==> src/vdc_cfg.svh <==
`ifndef VDC_CFG_SVH
`define VDC_CFG_SVH
// Register byte offsets.
`define VDC_OFS_CTRL 5'h00
`define VDC_OFS_ADDR 5'h04
`define VDC_OFS_DATA 5'h08
`define VDC_OFS_STAT 5'h0c
`define VDC_OFS_SHIFT 5'h10
// Field positions.
`define VDC_CTRL_OP_LSB 0
`define VDC_ADDR_COL_LSB 16
`define VDC_DATA_MASK_LSB 4
`define VDC_SHIFT_EN_BIT 4
`define VDC_SHIFT_DRV_BIT 5
// Reset values.
`define VDC_RST_ADDR 32'h0000_0000
`define VDC_RST_DATA 8'h00
// Timing: clock period, strobe phase time, power-up wait, init cycles.
`define VDC_CLK_NS 10
`define VDC_PHASE_NS 30
`define VDC_PHASE_CYC ((`VDC_PHASE_NS + `VDC_CLK_NS - 1) / `VDC_CLK_NS)
`define VDC_PWR_US 100
`define VDC_PWR_CYC ((`VDC_PWR_US * 1000 + `VDC_CLK_NS - 1) / `VDC_CLK_NS)
`define VDC_INIT_CYCLES 8
`endif

==> src/vdc_pkg.sv <==
package vdc_pkg;
    // Cycle kinds the controller can run on the memory pins.
    typedef enum logic [3:0] {
        OP_ROW_ONLY_REFRESH, OP_COLUMN_FIRST_REFRESH, OP_READ, OP_WRITE,
        OP_ONE_SHOT_MASKED_WRITE, OP_HELD_MASKED_WRITE, OP_BLOCK_FILL,
        OP_ONE_SHOT_MASKED_BLOCK_FILL, OP_HELD_MASKED_BLOCK_FILL,
        OP_LOAD_MASK, OP_LOAD_COLOR, OP_READ_XFER, OP_SPLIT_READ_XFER,
        OP_WRITE_XFER, OP_DUMMY_WRITE_XFER, OP_ALT_WRITE_XFER
    } vdc_op_t;
    // Pin levels and behaviour that one cycle kind needs.
    typedef struct packed {
        logic trn;
        logic men;
        logic fs_r;
        logic fs_c;
        logic sen;
        logic column_first_refresh;
        logic ras_only;
        logic wr;
        logic rd;
        logic mask_ras;
    } vdc_lvl_t;
    typedef enum {S_IDLE, S_RAS, S_CAS, S_DATA, S_END, S_PRE} vdc_state_t;
endpackage

==> src/vdc_host.sv <==
// Overview of operation
// - Dummy write transfer: write transfer with shift_port_enable high; array untouched.
// - Alternate write: function_select high, mask_or_write_enable low; enable ignored.
// - Serial input is stored only while shift_port_enable is low.
// - After 100 us of power, eight row_strobe cycles precede normal use.
// - Normal access: strobes high, function_select low at both falls.
// - One-shot masked write: mask on data pins at row_strobe fall.
// - Held masked write uses the stored mask register.
// - Block fill: normal levels at row fall, function_select high at column fall.
// - Masked block fills combine masked-write levels with block fill select.
// - Register loads: all three high at row fall; column select picks register.
// - Transfer kinds decoded from write enable, function select and shift_port_enable at row fall.
// - A normal read transfer must precede split read transfers.
//
// Our own choices: the register addresses and the AXI4-Lite interface to the registers.
`timescale 1ns/1ps
`default_nettype none
`include "vdc_cfg.svh"
module vdc_host #(
    parameter int PWR_CYC = `VDC_PWR_CYC,
    parameter int PHASE_CYC = `VDC_PHASE_CYC
) (
    input wire logic ref_clk,
    input wire logic rstn,
    input wire logic [4:0] s_axi_awaddr,
    input wire logic s_axi_awvalid,
    output logic s_axi_awready,
    input wire logic [31:0] s_axi_wdata,
    input wire logic [3:0] s_axi_wstrb,
    input wire logic s_axi_wvalid,
    output logic s_axi_wready,
    output logic [1:0] s_axi_bresp,
    output logic s_axi_bvalid,
    input wire logic s_axi_bready,
    input wire logic [4:0] s_axi_araddr,
    input wire logic s_axi_arvalid,
    output logic s_axi_arready,
    output logic [31:0] s_axi_rdata,
    output logic [1:0] s_axi_rresp,
    output logic s_axi_rvalid,
    input wire logic s_axi_rready,
    output logic row_strobe_n,
    output logic column_strobe_n,
    output logic transfer_or_output_enable_n,
    output logic mask_or_write_enable_n,
    output logic function_select,
    output logic shift_port_enable_n,
    output logic shift_clock,
    output logic [8:0] addr,
    input wire logic [3:0] dq_in,
    output logic [3:0] dq_out,
    output logic dq_oe_n,
    input wire logic [3:0] shift_data_in,
    output logic [3:0] shift_data_out,
    output logic shift_data_oe_n,
    input wire logic half_flag
);
    initial begin
        if (PWR_CYC < 1 || PHASE_CYC < 1 || PHASE_CYC > 255) begin
            $error("vdc_host: unsupported timing parameter");
        end
    end

    // Decode table: pin levels at the two strobe falls for each cycle kind.
    function automatic vdc_pkg::vdc_lvl_t lvl_of(input vdc_pkg::vdc_op_t op);
        vdc_pkg::vdc_lvl_t l;
        l = '{trn: 1'b1, men: 1'b1, fs_r: 1'b0, fs_c: 1'b0, sen: 1'b1,
              column_first_refresh: 1'b0, ras_only: 1'b0, wr: 1'b0, rd: 1'b0, mask_ras: 1'b0};
        unique case (op)
            vdc_pkg::OP_ROW_ONLY_REFRESH: l.ras_only = 1'b1;
            vdc_pkg::OP_COLUMN_FIRST_REFRESH: l.column_first_refresh = 1'b1;
            vdc_pkg::OP_READ: l.rd = 1'b1;
            vdc_pkg::OP_WRITE: l.wr = 1'b1;
            vdc_pkg::OP_ONE_SHOT_MASKED_WRITE: begin
                l.men = 1'b0;
                l.mask_ras = 1'b1;
            end
            vdc_pkg::OP_HELD_MASKED_WRITE: begin
                l.men = 1'b0;
                l.fs_r = 1'b1;
            end
            vdc_pkg::OP_BLOCK_FILL: l.fs_c = 1'b1;
            vdc_pkg::OP_ONE_SHOT_MASKED_BLOCK_FILL: begin
                l.men = 1'b0;
                l.mask_ras = 1'b1;
                l.fs_c = 1'b1;
            end
            vdc_pkg::OP_HELD_MASKED_BLOCK_FILL: begin
                l.men = 1'b0;
                l.fs_r = 1'b1;
                l.fs_c = 1'b1;
            end
            vdc_pkg::OP_LOAD_MASK: l.fs_r = 1'b1;
            vdc_pkg::OP_LOAD_COLOR: begin
                l.fs_r = 1'b1;
                l.fs_c = 1'b1;
            end
            vdc_pkg::OP_READ_XFER: l.trn = 1'b0;
            vdc_pkg::OP_SPLIT_READ_XFER: begin
                l.trn = 1'b0;
                l.fs_r = 1'b1;
            end
            vdc_pkg::OP_WRITE_XFER: begin
                l.trn = 1'b0;
                l.men = 1'b0;
                l.sen = 1'b0;
            end
            vdc_pkg::OP_DUMMY_WRITE_XFER: begin
                l.trn = 1'b0;
                l.men = 1'b0;
            end
            vdc_pkg::OP_ALT_WRITE_XFER: begin
                l.trn = 1'b0;
                l.men = 1'b0;
                l.fs_r = 1'b1;
            end
        endcase
        l.wr = l.wr || (l.trn && l.men && (l.fs_r || l.fs_c));
        return l;
    endfunction

    // The flag pin comes from the device, so it is synchronised first.
    logic hf_s1_ff, hf_s2_ff;
    logic [3:0] sdi_s1_ff, sdi_s2_ff, dqi_s1_ff, dqi_s2_ff;
    always_ff @(posedge ref_clk) begin
        hf_s1_ff <= half_flag;
        hf_s2_ff <= hf_s1_ff;
        sdi_s1_ff <= shift_data_in;
        sdi_s2_ff <= sdi_s1_ff;
        dqi_s1_ff <= dq_in;
        dqi_s2_ff <= dqi_s1_ff;
    end

    vdc_pkg::vdc_state_t st_ff, nxt_st;
    vdc_pkg::vdc_op_t op_ff, nxt_op;
    logic [31:0] pwr_ff, nxt_pwr;
    logic [3:0] init_ff, nxt_init;
    logic [7:0] cnt_ff, nxt_cnt;
    logic ready_ff, nxt_ready, rt_seen_ff, nxt_rt_seen, dir_in_ff, nxt_dir_in;
    logic refused_ff, nxt_refused;
    logic [31:0] addr_reg_ff, nxt_addr_reg;
    logic [7:0] data_reg_ff, nxt_data_reg;
    logic [3:0] rd_data_ff, nxt_rd_data, sin_ff, nxt_sin;
    logic sc_busy_ff, nxt_sc_busy, sc_en_ff, nxt_sc_en, sc_drv_ff, nxt_sc_drv;
    logic [7:0] sc_cnt_ff, nxt_sc_cnt;
    logic [3:0] sc_data_ff, nxt_sc_data;
    logic ras_n, nxt_ras_n, cas_n, nxt_cas_n, trn_n, nxt_trn_n, men_n, nxt_men_n;
    logic fsel, nxt_fsel, sen_n, nxt_sen_n, sclk, nxt_sclk, dqoe_n, nxt_dqoe_n;
    logic sdoe_n, nxt_sdoe_n;
    logic [8:0] addr_o, nxt_addr_o;
    logic [3:0] dq_o, nxt_dq_o, sd_o, nxt_sd_o;
    logic awr_ff, nxt_awr, bv_ff, nxt_bv, arr_ff, nxt_arr, rv_ff, nxt_rv;
    logic [31:0] rdat_ff, nxt_rdat;
    logic wr_go, go_ok;
    vdc_pkg::vdc_lvl_t lv;

    assign wr_go = s_axi_awvalid && s_axi_wvalid && !awr_ff && !bv_ff;
    assign lv = lvl_of(op_ff);
    // Split reads are refused until a normal read transfer set the direction.
    assign go_ok = ready_ff && st_ff == vdc_pkg::S_IDLE && !sc_busy_ff &&
        (vdc_pkg::vdc_op_t'(s_axi_wdata[3:0]) != vdc_pkg::OP_SPLIT_READ_XFER
         || rt_seen_ff);

    // Register slave, cycle sequencer and shift-clock pacer share one next-state block.
    always_comb begin
        nxt_st = st_ff; nxt_op = op_ff; nxt_pwr = pwr_ff; nxt_init = init_ff;
        nxt_cnt = cnt_ff; nxt_ready = ready_ff; nxt_rt_seen = rt_seen_ff;
        nxt_dir_in = dir_in_ff; nxt_refused = refused_ff;
        nxt_addr_reg = addr_reg_ff; nxt_data_reg = data_reg_ff;
        nxt_rd_data = rd_data_ff; nxt_sin = sin_ff; nxt_sc_busy = sc_busy_ff;
        nxt_sc_en = sc_en_ff; nxt_sc_drv = sc_drv_ff; nxt_sc_cnt = sc_cnt_ff;
        nxt_sc_data = sc_data_ff; nxt_ras_n = ras_n; nxt_cas_n = cas_n;
        nxt_trn_n = trn_n; nxt_men_n = men_n; nxt_fsel = fsel; nxt_sen_n = sen_n;
        nxt_sclk = sclk; nxt_dqoe_n = dqoe_n; nxt_sdoe_n = sdoe_n;
        nxt_addr_o = addr_o; nxt_dq_o = dq_o; nxt_sd_o = sd_o;
        nxt_awr = 1'b0; nxt_bv = bv_ff; nxt_arr = 1'b0; nxt_rv = rv_ff;
        nxt_rdat = rdat_ff;
        // Write side: address and data are taken together, response raised in the same cycle as the ready.
        if (bv_ff && s_axi_bready) nxt_bv = 1'b0;
        if (wr_go) begin
            nxt_awr = 1'b1;
            nxt_bv = 1'b1;
            unique case (s_axi_awaddr)
                `VDC_OFS_CTRL: begin
                    if (go_ok) begin
                        nxt_op = vdc_pkg::vdc_op_t'(s_axi_wdata[`VDC_CTRL_OP_LSB +: 4]);
                        nxt_st = vdc_pkg::S_RAS;
                        nxt_cnt = 8'(PHASE_CYC);
                    end
                    nxt_refused = !go_ok; // Each CTRL order rewrites it: a refused order sets it, a taken order clears it.
                end
                `VDC_OFS_ADDR: nxt_addr_reg = s_axi_wdata;
                `VDC_OFS_DATA: nxt_data_reg = s_axi_wdata[7:0];
                `VDC_OFS_SHIFT: begin
                    if (!sc_busy_ff && st_ff == vdc_pkg::S_IDLE) begin
                        nxt_sc_busy = 1'b1;
                        nxt_sc_cnt = 8'(PHASE_CYC);
                        nxt_sc_data = s_axi_wdata[3:0];
                        nxt_sc_en = s_axi_wdata[`VDC_SHIFT_EN_BIT];
                        nxt_sc_drv = s_axi_wdata[`VDC_SHIFT_DRV_BIT];
                    end
                end
                default: ;
            endcase
        end
        // Read side: one-cycle ready, data held until the master takes it.
        if (rv_ff && s_axi_rready) nxt_rv = 1'b0;
        if (s_axi_arvalid && !arr_ff && !rv_ff) begin
            nxt_arr = 1'b1;
            nxt_rv = 1'b1;
            unique case (s_axi_araddr)
                `VDC_OFS_ADDR: nxt_rdat = addr_reg_ff;
                `VDC_OFS_DATA: nxt_rdat = {24'h00_0000, data_reg_ff};
                `VDC_OFS_STAT: nxt_rdat = {20'h0_0000, sin_ff, rd_data_ff, refused_ff,
                    hf_s2_ff, ready_ff, st_ff != vdc_pkg::S_IDLE || sc_busy_ff};
                default: nxt_rdat = 32'h0000_0000;
            endcase
        end
        // Power-up wait, then eight row-only cycles before any CTRL order is taken.
        if (pwr_ff != 32'h0000_0000) begin
            nxt_pwr = pwr_ff - 32'h0000_0001;
        end else if (!ready_ff && st_ff == vdc_pkg::S_IDLE) begin
            if (init_ff == 4'(`VDC_INIT_CYCLES)) begin
                nxt_ready = 1'b1;
            end else begin
                nxt_init = init_ff + 4'h1;
                nxt_op = vdc_pkg::OP_ROW_ONLY_REFRESH;
                nxt_st = vdc_pkg::S_RAS;
                nxt_cnt = 8'(PHASE_CYC);
            end
        end
        // Strobe sequencer: each phase lasts PHASE_CYC+1 cycles.
        if (st_ff != vdc_pkg::S_IDLE) begin
            nxt_cnt = cnt_ff - 8'h01;
            if (cnt_ff == 8'h00) begin
                nxt_cnt = 8'(PHASE_CYC);
                unique case (st_ff)
                    vdc_pkg::S_RAS: begin
                        nxt_ras_n = 1'b0; // Levels were set up one phase earlier.
                        nxt_st = vdc_pkg::S_CAS;
                    end
                    vdc_pkg::S_CAS: begin
                        nxt_cas_n = lv.ras_only || lv.column_first_refresh ? cas_n : 1'b0;
                        nxt_st = vdc_pkg::S_DATA;
                    end
                    vdc_pkg::S_DATA: begin
                        // Data lands at the later of the two falls; reads open late.
                        if (lv.wr) nxt_men_n = 1'b0;
                        if (lv.rd) nxt_trn_n = 1'b0;
                        nxt_st = vdc_pkg::S_END;
                    end
                    vdc_pkg::S_END: begin
                        if (lv.rd) nxt_rd_data = dqi_s2_ff;
                        nxt_ras_n = 1'b1; nxt_cas_n = 1'b1; nxt_trn_n = 1'b1;
                        nxt_men_n = 1'b1; nxt_dqoe_n = 1'b1; nxt_sen_n = 1'b1;
                        if (op_ff == vdc_pkg::OP_READ_XFER) begin
                            nxt_rt_seen = 1'b1;
                            nxt_dir_in = 1'b0;
                        end
                        if (!lv.trn && lv.men == 1'b0) nxt_dir_in = 1'b1;
                        nxt_st = vdc_pkg::S_PRE;
                    end
                    vdc_pkg::S_PRE: nxt_st = vdc_pkg::S_IDLE;
                    default: nxt_st = vdc_pkg::S_IDLE;
                endcase
            end
            if (st_ff == vdc_pkg::S_RAS && cnt_ff == 8'(PHASE_CYC)) begin
                nxt_trn_n = lv.trn; nxt_men_n = lv.men; nxt_fsel = lv.fs_r;
                nxt_sen_n = lv.sen; nxt_cas_n = !lv.column_first_refresh;
                nxt_addr_o = addr_reg_ff[8:0];
                nxt_dq_o = data_reg_ff[`VDC_DATA_MASK_LSB +: 4];
                nxt_dqoe_n = !lv.mask_ras;
            end
            if (st_ff == vdc_pkg::S_CAS && cnt_ff == 8'(PHASE_CYC)) begin
                nxt_addr_o = addr_reg_ff[`VDC_ADDR_COL_LSB +: 9];
                nxt_fsel = lv.fs_c;
                nxt_dq_o = data_reg_ff[3:0];
                nxt_dqoe_n = lv.rd || lv.ras_only || lv.column_first_refresh || !lv.trn;
            end
        end
        // One shift clock per order: enable low stores input or opens output.
        if (sc_busy_ff) begin
            nxt_sc_cnt = sc_cnt_ff - 8'h01;
            if (sc_cnt_ff == 8'(PHASE_CYC)) begin
                nxt_sen_n = !sc_en_ff;
                nxt_sd_o = sc_data_ff;
                nxt_sdoe_n = !(sc_drv_ff && dir_in_ff);
            end
            if (sc_cnt_ff == 8'h00 && !sclk) begin
                nxt_sclk = 1'b1;
                nxt_sin = sdi_s2_ff;
                nxt_sc_cnt = 8'(PHASE_CYC);
            end else if (sc_cnt_ff == 8'h00) begin
                nxt_sclk = 1'b0;
                nxt_sen_n = 1'b1;
                nxt_sdoe_n = 1'b1;
                nxt_sc_busy = 1'b0;
            end
        end
    end

    // Registers; the shift pins float and the buffer is taken as input at reset.
    always_ff @(posedge ref_clk) begin
        if (!rstn) begin
            st_ff <= vdc_pkg::S_IDLE; op_ff <= vdc_pkg::OP_ROW_ONLY_REFRESH;
            pwr_ff <= 32'(PWR_CYC); init_ff <= 4'h0; cnt_ff <= 8'h00;
            ready_ff <= 1'b0; rt_seen_ff <= 1'b0; dir_in_ff <= 1'b1;
            refused_ff <= 1'b0; addr_reg_ff <= `VDC_RST_ADDR;
            data_reg_ff <= `VDC_RST_DATA; rd_data_ff <= 4'h0; sin_ff <= 4'h0;
            sc_busy_ff <= 1'b0; sc_en_ff <= 1'b0; sc_drv_ff <= 1'b0;
            sc_cnt_ff <= 8'h00; sc_data_ff <= 4'h0;
            ras_n <= 1'b1; cas_n <= 1'b1; trn_n <= 1'b1; men_n <= 1'b1;
            fsel <= 1'b0; sen_n <= 1'b1; sclk <= 1'b0; dqoe_n <= 1'b1;
            sdoe_n <= 1'b1; addr_o <= 9'h000; dq_o <= 4'h0; sd_o <= 4'h0;
            awr_ff <= 1'b0; bv_ff <= 1'b0; arr_ff <= 1'b0; rv_ff <= 1'b0;
            rdat_ff <= 32'h0000_0000;
        end else begin
            st_ff <= nxt_st; op_ff <= nxt_op; pwr_ff <= nxt_pwr; init_ff <= nxt_init;
            cnt_ff <= nxt_cnt; ready_ff <= nxt_ready; rt_seen_ff <= nxt_rt_seen;
            dir_in_ff <= nxt_dir_in; refused_ff <= nxt_refused;
            addr_reg_ff <= nxt_addr_reg; data_reg_ff <= nxt_data_reg;
            rd_data_ff <= nxt_rd_data; sin_ff <= nxt_sin; sc_busy_ff <= nxt_sc_busy;
            sc_en_ff <= nxt_sc_en; sc_drv_ff <= nxt_sc_drv; sc_cnt_ff <= nxt_sc_cnt;
            sc_data_ff <= nxt_sc_data; ras_n <= nxt_ras_n; cas_n <= nxt_cas_n;
            trn_n <= nxt_trn_n; men_n <= nxt_men_n; fsel <= nxt_fsel;
            sen_n <= nxt_sen_n; sclk <= nxt_sclk; dqoe_n <= nxt_dqoe_n;
            sdoe_n <= nxt_sdoe_n; addr_o <= nxt_addr_o; dq_o <= nxt_dq_o;
            sd_o <= nxt_sd_o; awr_ff <= nxt_awr; bv_ff <= nxt_bv; arr_ff <= nxt_arr;
            rv_ff <= nxt_rv; rdat_ff <= nxt_rdat;
        end
    end

    assign s_axi_awready = awr_ff;
    assign s_axi_wready = awr_ff;
    assign s_axi_bvalid = bv_ff;
    assign s_axi_bresp = 2'h0;
    assign s_axi_arready = arr_ff;
    assign s_axi_rvalid = rv_ff;
    assign s_axi_rresp = 2'h0;
    assign s_axi_rdata = rdat_ff;
    assign row_strobe_n = ras_n;
    assign column_strobe_n = cas_n;
    assign transfer_or_output_enable_n = trn_n;
    assign mask_or_write_enable_n = men_n;
    assign function_select = fsel;
    assign shift_port_enable_n = sen_n;
    assign shift_clock = sclk;
    assign addr = addr_o;
    assign dq_out = dq_o;
    assign dq_oe_n = dqoe_n;
    assign shift_data_out = sd_o;
    assign shift_data_oe_n = sdoe_n;

    // Checks on the pin sequences.
    a_no_early_row: assert property (@(posedge ref_clk) disable iff (!rstn)
        !ready_ff |-> st_ff == vdc_pkg::S_IDLE || op_ff == vdc_pkg::OP_ROW_ONLY_REFRESH)
        else $error("order ran before init");
    a_split_needs_read: assert property (@(posedge ref_clk) disable iff (!rstn)
        $rose(ras_n == 1'b0) && op_ff == vdc_pkg::OP_SPLIT_READ_XFER |-> rt_seen_ff)
        else $error("split read before read transfer");
    a_transfer_levels: assert property (@(posedge ref_clk) disable iff (!rstn)
        $fell(ras_n) && op_ff == vdc_pkg::OP_WRITE_XFER |-> !trn_n && !men_n && !sen_n && !fsel)
        else $error("write transfer levels wrong");
    a_dummy_levels: assert property (@(posedge ref_clk) disable iff (!rstn)
        $fell(ras_n) && op_ff == vdc_pkg::OP_DUMMY_WRITE_XFER |-> sen_n && !men_n)
        else $error("dummy write levels wrong");
    a_alt_levels: assert property (@(posedge ref_clk) disable iff (!rstn)
        $fell(ras_n) && op_ff == vdc_pkg::OP_ALT_WRITE_XFER |-> fsel && !men_n && !trn_n)
        else $error("alternate write levels wrong");
    a_mask_on_row: assert property (@(posedge ref_clk) disable iff (!rstn)
        $fell(ras_n) && lv.mask_ras |-> !dqoe_n && dq_o == data_reg_ff[7:4])
        else $error("mask missing at row fall");
    a_block_select: assert property (@(posedge ref_clk) disable iff (!rstn)
        $fell(cas_n) && st_ff == vdc_pkg::S_DATA |-> fsel == lv.fs_c)
        else $error("column select wrong");
    a_write_late: assert property (@(posedge ref_clk) disable iff (!rstn)
        $fell(cas_n) && lv.wr |-> men_n [*4] ##1 !men_n)
        else $error("write enable not after column fall");
    a_read_dir: assert property (@(posedge ref_clk) disable iff (!rstn)
        st_ff == vdc_pkg::S_END && cnt_ff == 8'h00 && op_ff == vdc_pkg::OP_READ_XFER
        |=> !dir_in_ff)
        else $error("direction not output after read transfer");
endmodule
`default_nettype wire

==> config.mk <==
export PLATFORM = sky130hd
export DESIGN_NAME = vdc_host
export DESIGN_NICKNAME = d
export VERILOG_FILES = /design/src/vdc_pkg.sv /design/src/vdc_host.sv
export VERILOG_INCLUDE_DIRS = /design/src
export SDC_FILE = /design/constraint.sdc
export NUM_CORES = 1
export LEC_CHECK = 0
export ABC_CLOCK_PERIOD_IN_PS = 4900
export BUFFER_PORTS_ARGS = -buffer_cell sky130_fd_sc_hd__buf_2
export CAP_MARGIN = 15
export CORE_ASPECT_RATIO = 1.5
export CORE_MARGIN = 5
export CORE_UTILIZATION = 23
export CTS_BUF_LIST = sky130_fd_sc_hd__clkbuf_16
export DETAILED_ROUTE_END_ITERATION = 12
export GPL_ROUTABILITY_DRIVEN = 0
export PLACE_DENSITY_LB_ADDON = 0.1
export SKIP_CTS_REPAIR_TIMING = 1
export SLEW_MARGIN = 40
export SYNTH_ARGS = -nofsm -noshare
export SYNTH_HDL_FRONTEND = slang
export SYNTH_SLANG_ARGS = --single-unit
export TNS_END_PERCENT = 10
==> constraint.sdc <==
create_clock -name ref_clk -period 4.9 [get_ports ref_clk]
set_input_delay 0.49 -clock ref_clk [delete_from_list [all_inputs] [get_ports ref_clk]]
set_output_delay 0.49 -clock ref_clk [all_outputs]
set_load 0.1 [all_outputs]
==> results of run 1 <==
stage by stage:
step	setup WS [ns]	std cells
2_1_floorplan	2.44	1050
3_3_place_gp	1.82	1606
3_5_place_dp	1.89	1607
4_1_cts	1.85	1651
5_1_grt	1.70	1651
6_report	1.90	1651
cells by family after synthesis:
group / after synthesis
XOR/XNOR: 13
buffers and inverters: 99
AND/OR/NAND/NOR: 431
flip-flops: 227
adder cells (fa/ha/maj): 7
multiplexers: 42
other: 1
AO/OA/AOI/OAI: 227
worst max-delay path by stage:
stage	end	slack (ns)
after floorplan	pwr_ff[23]	2.44
after global placement	pwr_ff[15]	1.82
final	rd_data_ff[1]	1.90
after global routing	rd_data_ff[1]	1.70
after CTS	rd_data_ff[1]	1.85
after detailed placement	rd_data_ff[2]	1.89
cell usage after synthesis, drive strengths merged (5+ instances only):
cell,count
o31ai,15
mux2i,34
o221a,14
inv,18
o22a,13
or4,19
a211oi,5
clkbuf,68
xnor2,10
nor4,28
a21oi,84
and3,8
or2,5
a221oi,11
nand2b,11
buf,13
dfxtp,227
o21ai,25
nand4,8
a31oi,15
or3,18
mux2,8
and2,35
ha,7
nor2,62
nand2,134
o211ai,5
nand3b,8
nor3,29
nand3,40
worst max-delay path, stage by stage, from the launching register on:
cell	delay, ns
sky130_fd_sc_hd__dfxtp_1	0.35
sky130_fd_sc_hd__nor4_1	0.63
sky130_fd_sc_hd__nand3_1	0.49
sky130_fd_sc_hd__nor4_1	0.74
sky130_fd_sc_hd__and3_1	0.48
sky130_fd_sc_hd__mux2i_1	0.22
registers in the layout (all words and copies together) (netlist names), 8 cells and up:
name,flops
addr,9
addr_reg_ff,32
cnt_ff,8
data_reg_ff,8
pwr_ff,32
s_axi_rdata,32
sc_cnt_ff,8
st_ff,32
layout make-up:
type                    instances  area (um2)
repair buffers                132         694
flip-flops and latches        227        4540
multi-input cells             724        4500
fillers                      4373       29100
well taps                     506         633
inverters                      18        70.1
clock inverters                19         103
clock buffers                  25         626
power breakdown:
group | internal [W] | total [W] | switching, W
Combinational | 0.0000663 | 0.000278 | 0.000211
Sequential | 0.00187 | 0.00190 | 0.0000211
Clock | 0.000969 | 0.00173 | 0.000762
per-layer routing:
metal / up-vias / global-route usage / part of all wire
met3: 30 / 0.0300 / 0.052
met4: 0 / 0.0347 / 0.019
met1: 3688 / 0.151 / 0.42
met5: - / 0 / 0
met2: 155 / 0.235 / 0.51
li1: 3931 / - / -
==> metrics.md, run 1 <==
| Metric | Value |
|---|---|
| Result of the run | completed |
| Count of unique library cells instantiated by Yosys | 76 |
| Maximum number of pins on one net before global-route repair | 61 |
| Largest fanout on the critical path | 9 |
| Placed wire-length estimate | 20.2 mm |
| Most frequent cells in the layout | sky130_fd_sc_hd__dfxtp_1 (227), sky130_fd_sc_hd__nand2_1 (133), sky130_fd_sc_hd__buf_2 (120) |
| Area share of the largest cell type after synthesis | 0.484 |
| Data arrival, critical path | 3.44 ns |
| Main combinational cell family by area after synthesis | simple AND/OR/NAND/NOR gates |
| Number of flops mapped to enable cells by yosys | 0 |
| Height of the die | 257 um |
| Maximum vdd ir drop | 0.200 mV |
| Number of buffers inserted during clock tree synthesis | 25 |
| Overflow after GRT | 0 |
| PortBufs | 120 |
| Number of global-route vias before repair | 8,127 |
| Number of antenna cells inserted | 0 |
| Number of synthesized register bits | 227 |
| # DRC | 0 |
| Hold Path Depth | 1 |
| PnR Total Power | 0.00390 W |
| Number of nets with antenna violations after detailed routing | 0 |
| Sink Count | 227 |
| Critical path type | register to register |
| Worst-margin pin slew | 0.794 ns |
| R2R Path End | rd_data_ff[1] |
| Overall via count from detail_route | 7,804 |
| Most common cell after layout, fill and taps aside | sky130_fd_sc_hd__dfxtp_1 |
| Share of flip-flops with an asynchronous set or reset | 0 |
| Leading area contributor after synthesis | sky130_fd_sc_hd__dfxtp_1 |
| Nets@finish | 1,197 |
| Fin crit period | 3.00 ns |
| Netlist Area Pre-Place | 0.00939 mm2 |
| Sum of routed wire length over all layers | 29.6 mm |
| Final cycle utilization of the critical path | 0.612 |
| Unrepaired setup endpoints after global routing | no |
| Biggest area contributors in the synthesized netlist | sky130_fd_sc_hd__dfxtp_1 (48%), sky130_fd_sc_hd__nand2_1 (5.4%), sky130_fd_sc_hd__a21oi_1 (4.5%) |
| Parity-gate share of the synthesized area counting xor and xnor cells | 0.0121 |
| Level count of the clock H-tree | 1 |
| Initial antenna violation count | 0 |
| LEAKAGE | 4.30 nW |
| Maximum clock insertion buffer count | 3 |
| Die X-Extent | 175 um |
| Highest clock frequency the design can meet | 333 MHz |
| Worst hold path class | primary input to register |
| Power per standard cell area | 350 mW/mm2 |
| CORE AREA | 0.0403 mm2 |
| Post-synthesis compound-gate area fraction | 0.167 |
| Final max-slew violation count | 0 |
| Most instantiated flip-flop cell in the synthesis netlist | sky130_fd_sc_hd__dfxtp_1 |
| Post-CTS clock slew at the launch and capture registers of the worst setup and hold paths | 0.06 ns |
| Count of TritonRoute iterations in the first routing pass | 4 |
| # Max-Cap Violations | 0 |
| Average wire per cell in the routed design | 18.0 um |
| Final non-filler cell area | 0.0112 mm2 |
| Start point of the critical path | cnt_ff[4] |
| R2r worst-path depth | 5 |
| Row cnt | 90 |
| Worst-skew pair later-pin latency | 0.53 ns |
| Number of violations reported at the end of detailed-routing iteration 0 | 300 |
| Setup crit start kind | register |
| Hold_sp | shift_data_in[2] |
| Final-report hold violation count | 0 |
| Area growth from synthesis to layout | 19.0% |
| Top Ports | 129 |
| Placed inst area | 0.0104 mm2 |
| Post-detailed-route via-to-cell ratio | 4.73 |
| Final sum of negative setup slack | 0 ns |
| Area share of and/or/nand/nor cells after synthesis | 0.238 |
| Max transition margin | 0.471 |
| Fin Clk Skew | 0.0191 ns |
| Hold worst-path end | sdi_s1_ff[2] |
| Proportion of synthesized chip area in sequential cells | 0.484 |
| Hold Slack | 0.0734 ns |
| Layout cells sized above 1 | 0.186 |
| First-pass GRT wire length | 46.9 mm |
| Synthesized instance count | 1,047 |
| Number of warnings printed during yosys synthesis | 0 |
| CTS tree | yes |
| # setup viols final | 0 |
| Element type at the critical path end | register |
| Post-Synth Adder-Cell Area | 0.00933 |
| Worst EP required | 5.35 ns |
| Die area | 0.0450 mm2 |
| Average size of a mapped cell | 8.97 um2 |
| Layout Utilization | 0.277 |
| Crit Reg-Reg Startpoint | cnt_ff[4] |
| Initial core utilization | 0.233 |
| Root cell of the clock tree | sky130_fd_sc_hd__clkbuf_16 |
| Multiplexer area fraction after synthesis | 0.0459 |
| Overall routing resource usage | 0.129 |
| R2r setup slk | 1.90 ns |
No activity file was read; power rests on OpenSTA's default activity.
==> run 2: changes to the inputs <==
--- a/config.mk
+++ b/config.mk
@@ -6,7 +6,7 @@
 export SDC_FILE = /design/constraint.sdc
 export NUM_CORES = 1
 export LEC_CHECK = 0
-export ABC_CLOCK_PERIOD_IN_PS = 4900
+export ABC_CLOCK_PERIOD_IN_PS = 3000
 export BUFFER_PORTS_ARGS = -buffer_cell sky130_fd_sc_hd__buf_2
 export CAP_MARGIN = 15
 export CORE_ASPECT_RATIO = 1.5
==> constraint.sdc (replaced) <==
create_clock -name ref_clk -period 3 [get_ports ref_clk]
set_input_delay 0.3 -clock ref_clk [delete_from_list [all_inputs] [get_ports ref_clk]]
set_output_delay 0.3 -clock ref_clk [all_outputs]
set_load 0.1 [all_outputs]
==> run 2 against run 1 <==
  * Clock skew decreased by 0.0066 ns
  * Clock power increased by 87%
  * Register-to-register slack lost 1.5 ns
  * Critical path depth grew 1
  * Global-route usage hardly changed
  * Non-clock buffer count increased by 41
  * Hold slack got worse by 0.064 ns
  * Clock-buffer cell count did not move
  * Sequential power up 63%
  * Final cell count is 2.6% higher
  * Final area rose by 3.9%
  * Via count is 2.3% higher
  * Largest power group is now clock
==> metrics.md, run 2 (synthesis results as in run 1) <==
| Metric | Value |
|---|---|
| LEAKAGE | 4.54 nW (+5.6%) |
| R2r worst-path depth | 6 (+1) |
| Overall via count from detail_route | 7,983 (+2.3%) |
| Final max-slew violation count | 0 (unchanged) |
| Hold Slack | 0.00900 ns (-0.0644 ns) |
| Final cycle utilization of the critical path | 0.862 (+0.250) |
| PortBufs | 120 (unchanged) |
| Maximum number of pins on one net before global-route repair | 47 (-23%) |
| Element type at the critical path end | register |
| Top routing layer in use | met5 |
| Fin crit period | 2.59 ns (-0.413 ns) |
| # Max-Cap Violations | 0 (unchanged) |
| # DRC | 0 (unchanged) |
| Sum of routed wire segments on met1 | 12.5 mm (+0.30%) |
| Result of the run | completed |
| Row cnt | 90 (unchanged) |
| Height of the die | 257 um (unchanged) |
| Hold_sp | s_axi_wdata[28] |
| Unrepaired setup endpoints after global routing | no |
| Hold Path Depth | 3 (+2) |
| Final-report hold violation count | 0 (unchanged) |
| Average wire per cell in the routed design | 17.6 um (-1.9%) |
| Layout Utilization | 0.288 (+0.0108) |
| Crit Reg-Reg Startpoint | pwr_ff[4] |
| Data arrival, critical path | 3.04 ns (-0.40 ns) |
| Sum of routed wire length over all layers | 29.9 mm (+0.71%) |
| Post-CTS clock slew at the launch and capture registers of the worst setup and hold paths | 0.06 ns (about the same) |
| Wire length on met3 | 1.36 mm (-12%) |
| Sink Count | 227 (unchanged) |
| PnR Total Power | 0.00682 W (+75%) |
| Initial antenna violation count | 2 (+2) |
| Number of nets with antenna violations after detailed routing | 0 (unchanged) |
| CTS tree | yes |
| Total of fill cells in the finished design | 4,268 (-2.4%) |
| Die X-Extent | 175 um (unchanged) |
| Fin Clk Skew | 0.0126 ns (-0.00657 ns) |
| Multi-input logic area | 0.00446 mm2 (-0.78%) |
| Power per standard cell area | 588 mW/mm2 (+68%) |
| Start point of the critical path | pwr_ff[4] |
| Die area | 0.0450 mm2 (unchanged) |
| Nets@finish | 1,238 (+3.4%) |
| Count of TritonRoute iterations in the first routing pass | 4 (unchanged) |
| Maximum clock insertion buffer count | 3 (unchanged) |
| Worst hold path class | primary input to register |
| R2R Path End | pwr_ff[19] |
| Initial core utilization | 0.233 (unchanged) |
| Critical path type | register to register |
| Most common cell after layout, fill and taps aside | sky130_fd_sc_hd__dfxtp_1 |
| Final sum of negative setup slack | 0 ns (unchanged) |
| Area used by sequential logic in the layout | 0.00454 mm2 (unchanged) |
| Largest fanout on the critical path | 7 (-2) |
| Worst EP required | 3.45 ns (-1.90 ns) |
| WL met2 | 15.4 mm (+2.3%) |
| Area growth from synthesis to layout | 23.6% |
| Max transition margin | 0.517 (+0.0459) |
| Number of global-route vias before repair | 8,172 (+0.55%) |
| Post-detailed-route via-to-cell ratio | 4.71 (-0.30%) |
| Highest clock frequency the design can meet | 387 MHz (+16%) |
| R2r setup slk | 0.41 ns (-1.49 ns) |
| # setup viols final | 0 (unchanged) |
| Layout cells sized above 1 | 0.206 (+0.0204) |
| Setup crit start kind | register |
| Worst-margin pin slew | 0.725 ns (-0.0688 ns) |
| Overflow after GRT | 0 (unchanged) |
| Number of buffers inserted during clock tree synthesis | 25 (unchanged) |
| CORE AREA | 0.0403 mm2 (unchanged) |
| First-pass GRT wire length | 47.2 mm (+0.62%) |
| Level count of the clock H-tree | 1 (unchanged) |
| Root cell of the clock tree | sky130_fd_sc_hd__clkbuf_16 |
| Overall routing resource usage | 0.129 (+0.000280) |
| Number of violations reported at the end of detailed-routing iteration 0 | 263 (-12%) |
| Worst-skew pair later-pin latency | 0.53 ns (about the same) |
| Placed wire-length estimate | 20.8 mm (+2.9%) |
| Most frequent cells in the layout | sky130_fd_sc_hd__dfxtp_1 (227), sky130_fd_sc_hd__nand2_1 (134), sky130_fd_sc_hd__buf_2 (120) |
| Top Ports | 129 (unchanged) |
| Hold worst-path end | addr_reg_ff[28] |
| Maximum vdd ir drop | 0.425 mV (+110%) |
[run 2: cell count changes in the layout (fill, tap and decap cells not counted), sizes merged]
cell,delta
bufinv,+4
diode,+1
clkinv,-1
buf,+30
dlygate4sd3,+11
inv,-2
[run 2: area by class of cell]
| class | instances | share of cell area |
|---|---|---|
| clock buffer | 25 | 0.0539 |
| sequential | 227 | 0.392 |
| tap | 506 | 0.0546 |
| timing repair buffer | 173 | 0.0895 |
| multi-input combinational | 724 | 0.385 |
| inverter | 18 | 0.00604 |
| antenna | 1 | 0.000216 |
| clock inverter | 20 | 0.0194 |
[run 2: report_power, final]
part           internal, W  switching [W]  total [W]
clock              0.00195        0.00129    0.00324
combinational     0.000134       0.000356   0.000490
sequential         0.00306      0.0000285    0.00309
[run 2: per-stage QoR]
| step | worst slack, ns | cells | instance area, um2 |
|---|---|---|---|
| after floorplan | 0.536 | 1050 | 9400 |
| after global placement | 0.425 | 1637 | 10600 |
| after detailed placement | 0.420 | 1637 | 10600 |
| after CTS | 0.405 | 1682 | 11500 |
| after global routing | 0.286 | 1693 | 11600 |
| final | 0.414 | 1694 | 11600 |
[run 2: worst max-delay path: stages (launching register included)]
cell and delay, ns:
sky130_fd_sc_hd__dfxtp_1 0.36, sky130_fd_sc_hd__or4_1 0.61, sky130_fd_sc_hd__or4_4 0.58, sky130_fd_sc_hd__or2_1 0.31, sky130_fd_sc_hd__buf_4 0.19, sky130_fd_sc_hd__or3_1 0.30, sky130_fd_sc_hd__a21oi_1 0.16
[run 2: routing by layer]
metal,vias to the layer above,GRT usage
li1,4027,-
met1,3766,0.149
met2,143,0.240
met3,45,0.0283
met4,2,0.0349
met5,-,0
[run 2: worst max-delay path by stage]
| stage | endpoint | slack [ns] | cells past startpoint |
|---|---|---|---|
| 4_1_cts | pwr_ff[11] | 0.40 | 6 |
| 3_3_place_gp | pwr_ff[21] | 0.43 | 6 |
| 3_5_place_dp | pwr_ff[11] | 0.42 | 6 |
| 6_report | pwr_ff[19] | 0.41 | 6 |
| 2_1_floorplan | pwr_ff[23] | 0.54 | 7 |
| 5_1_grt | pwr_ff[29] | 0.29 | 6 |
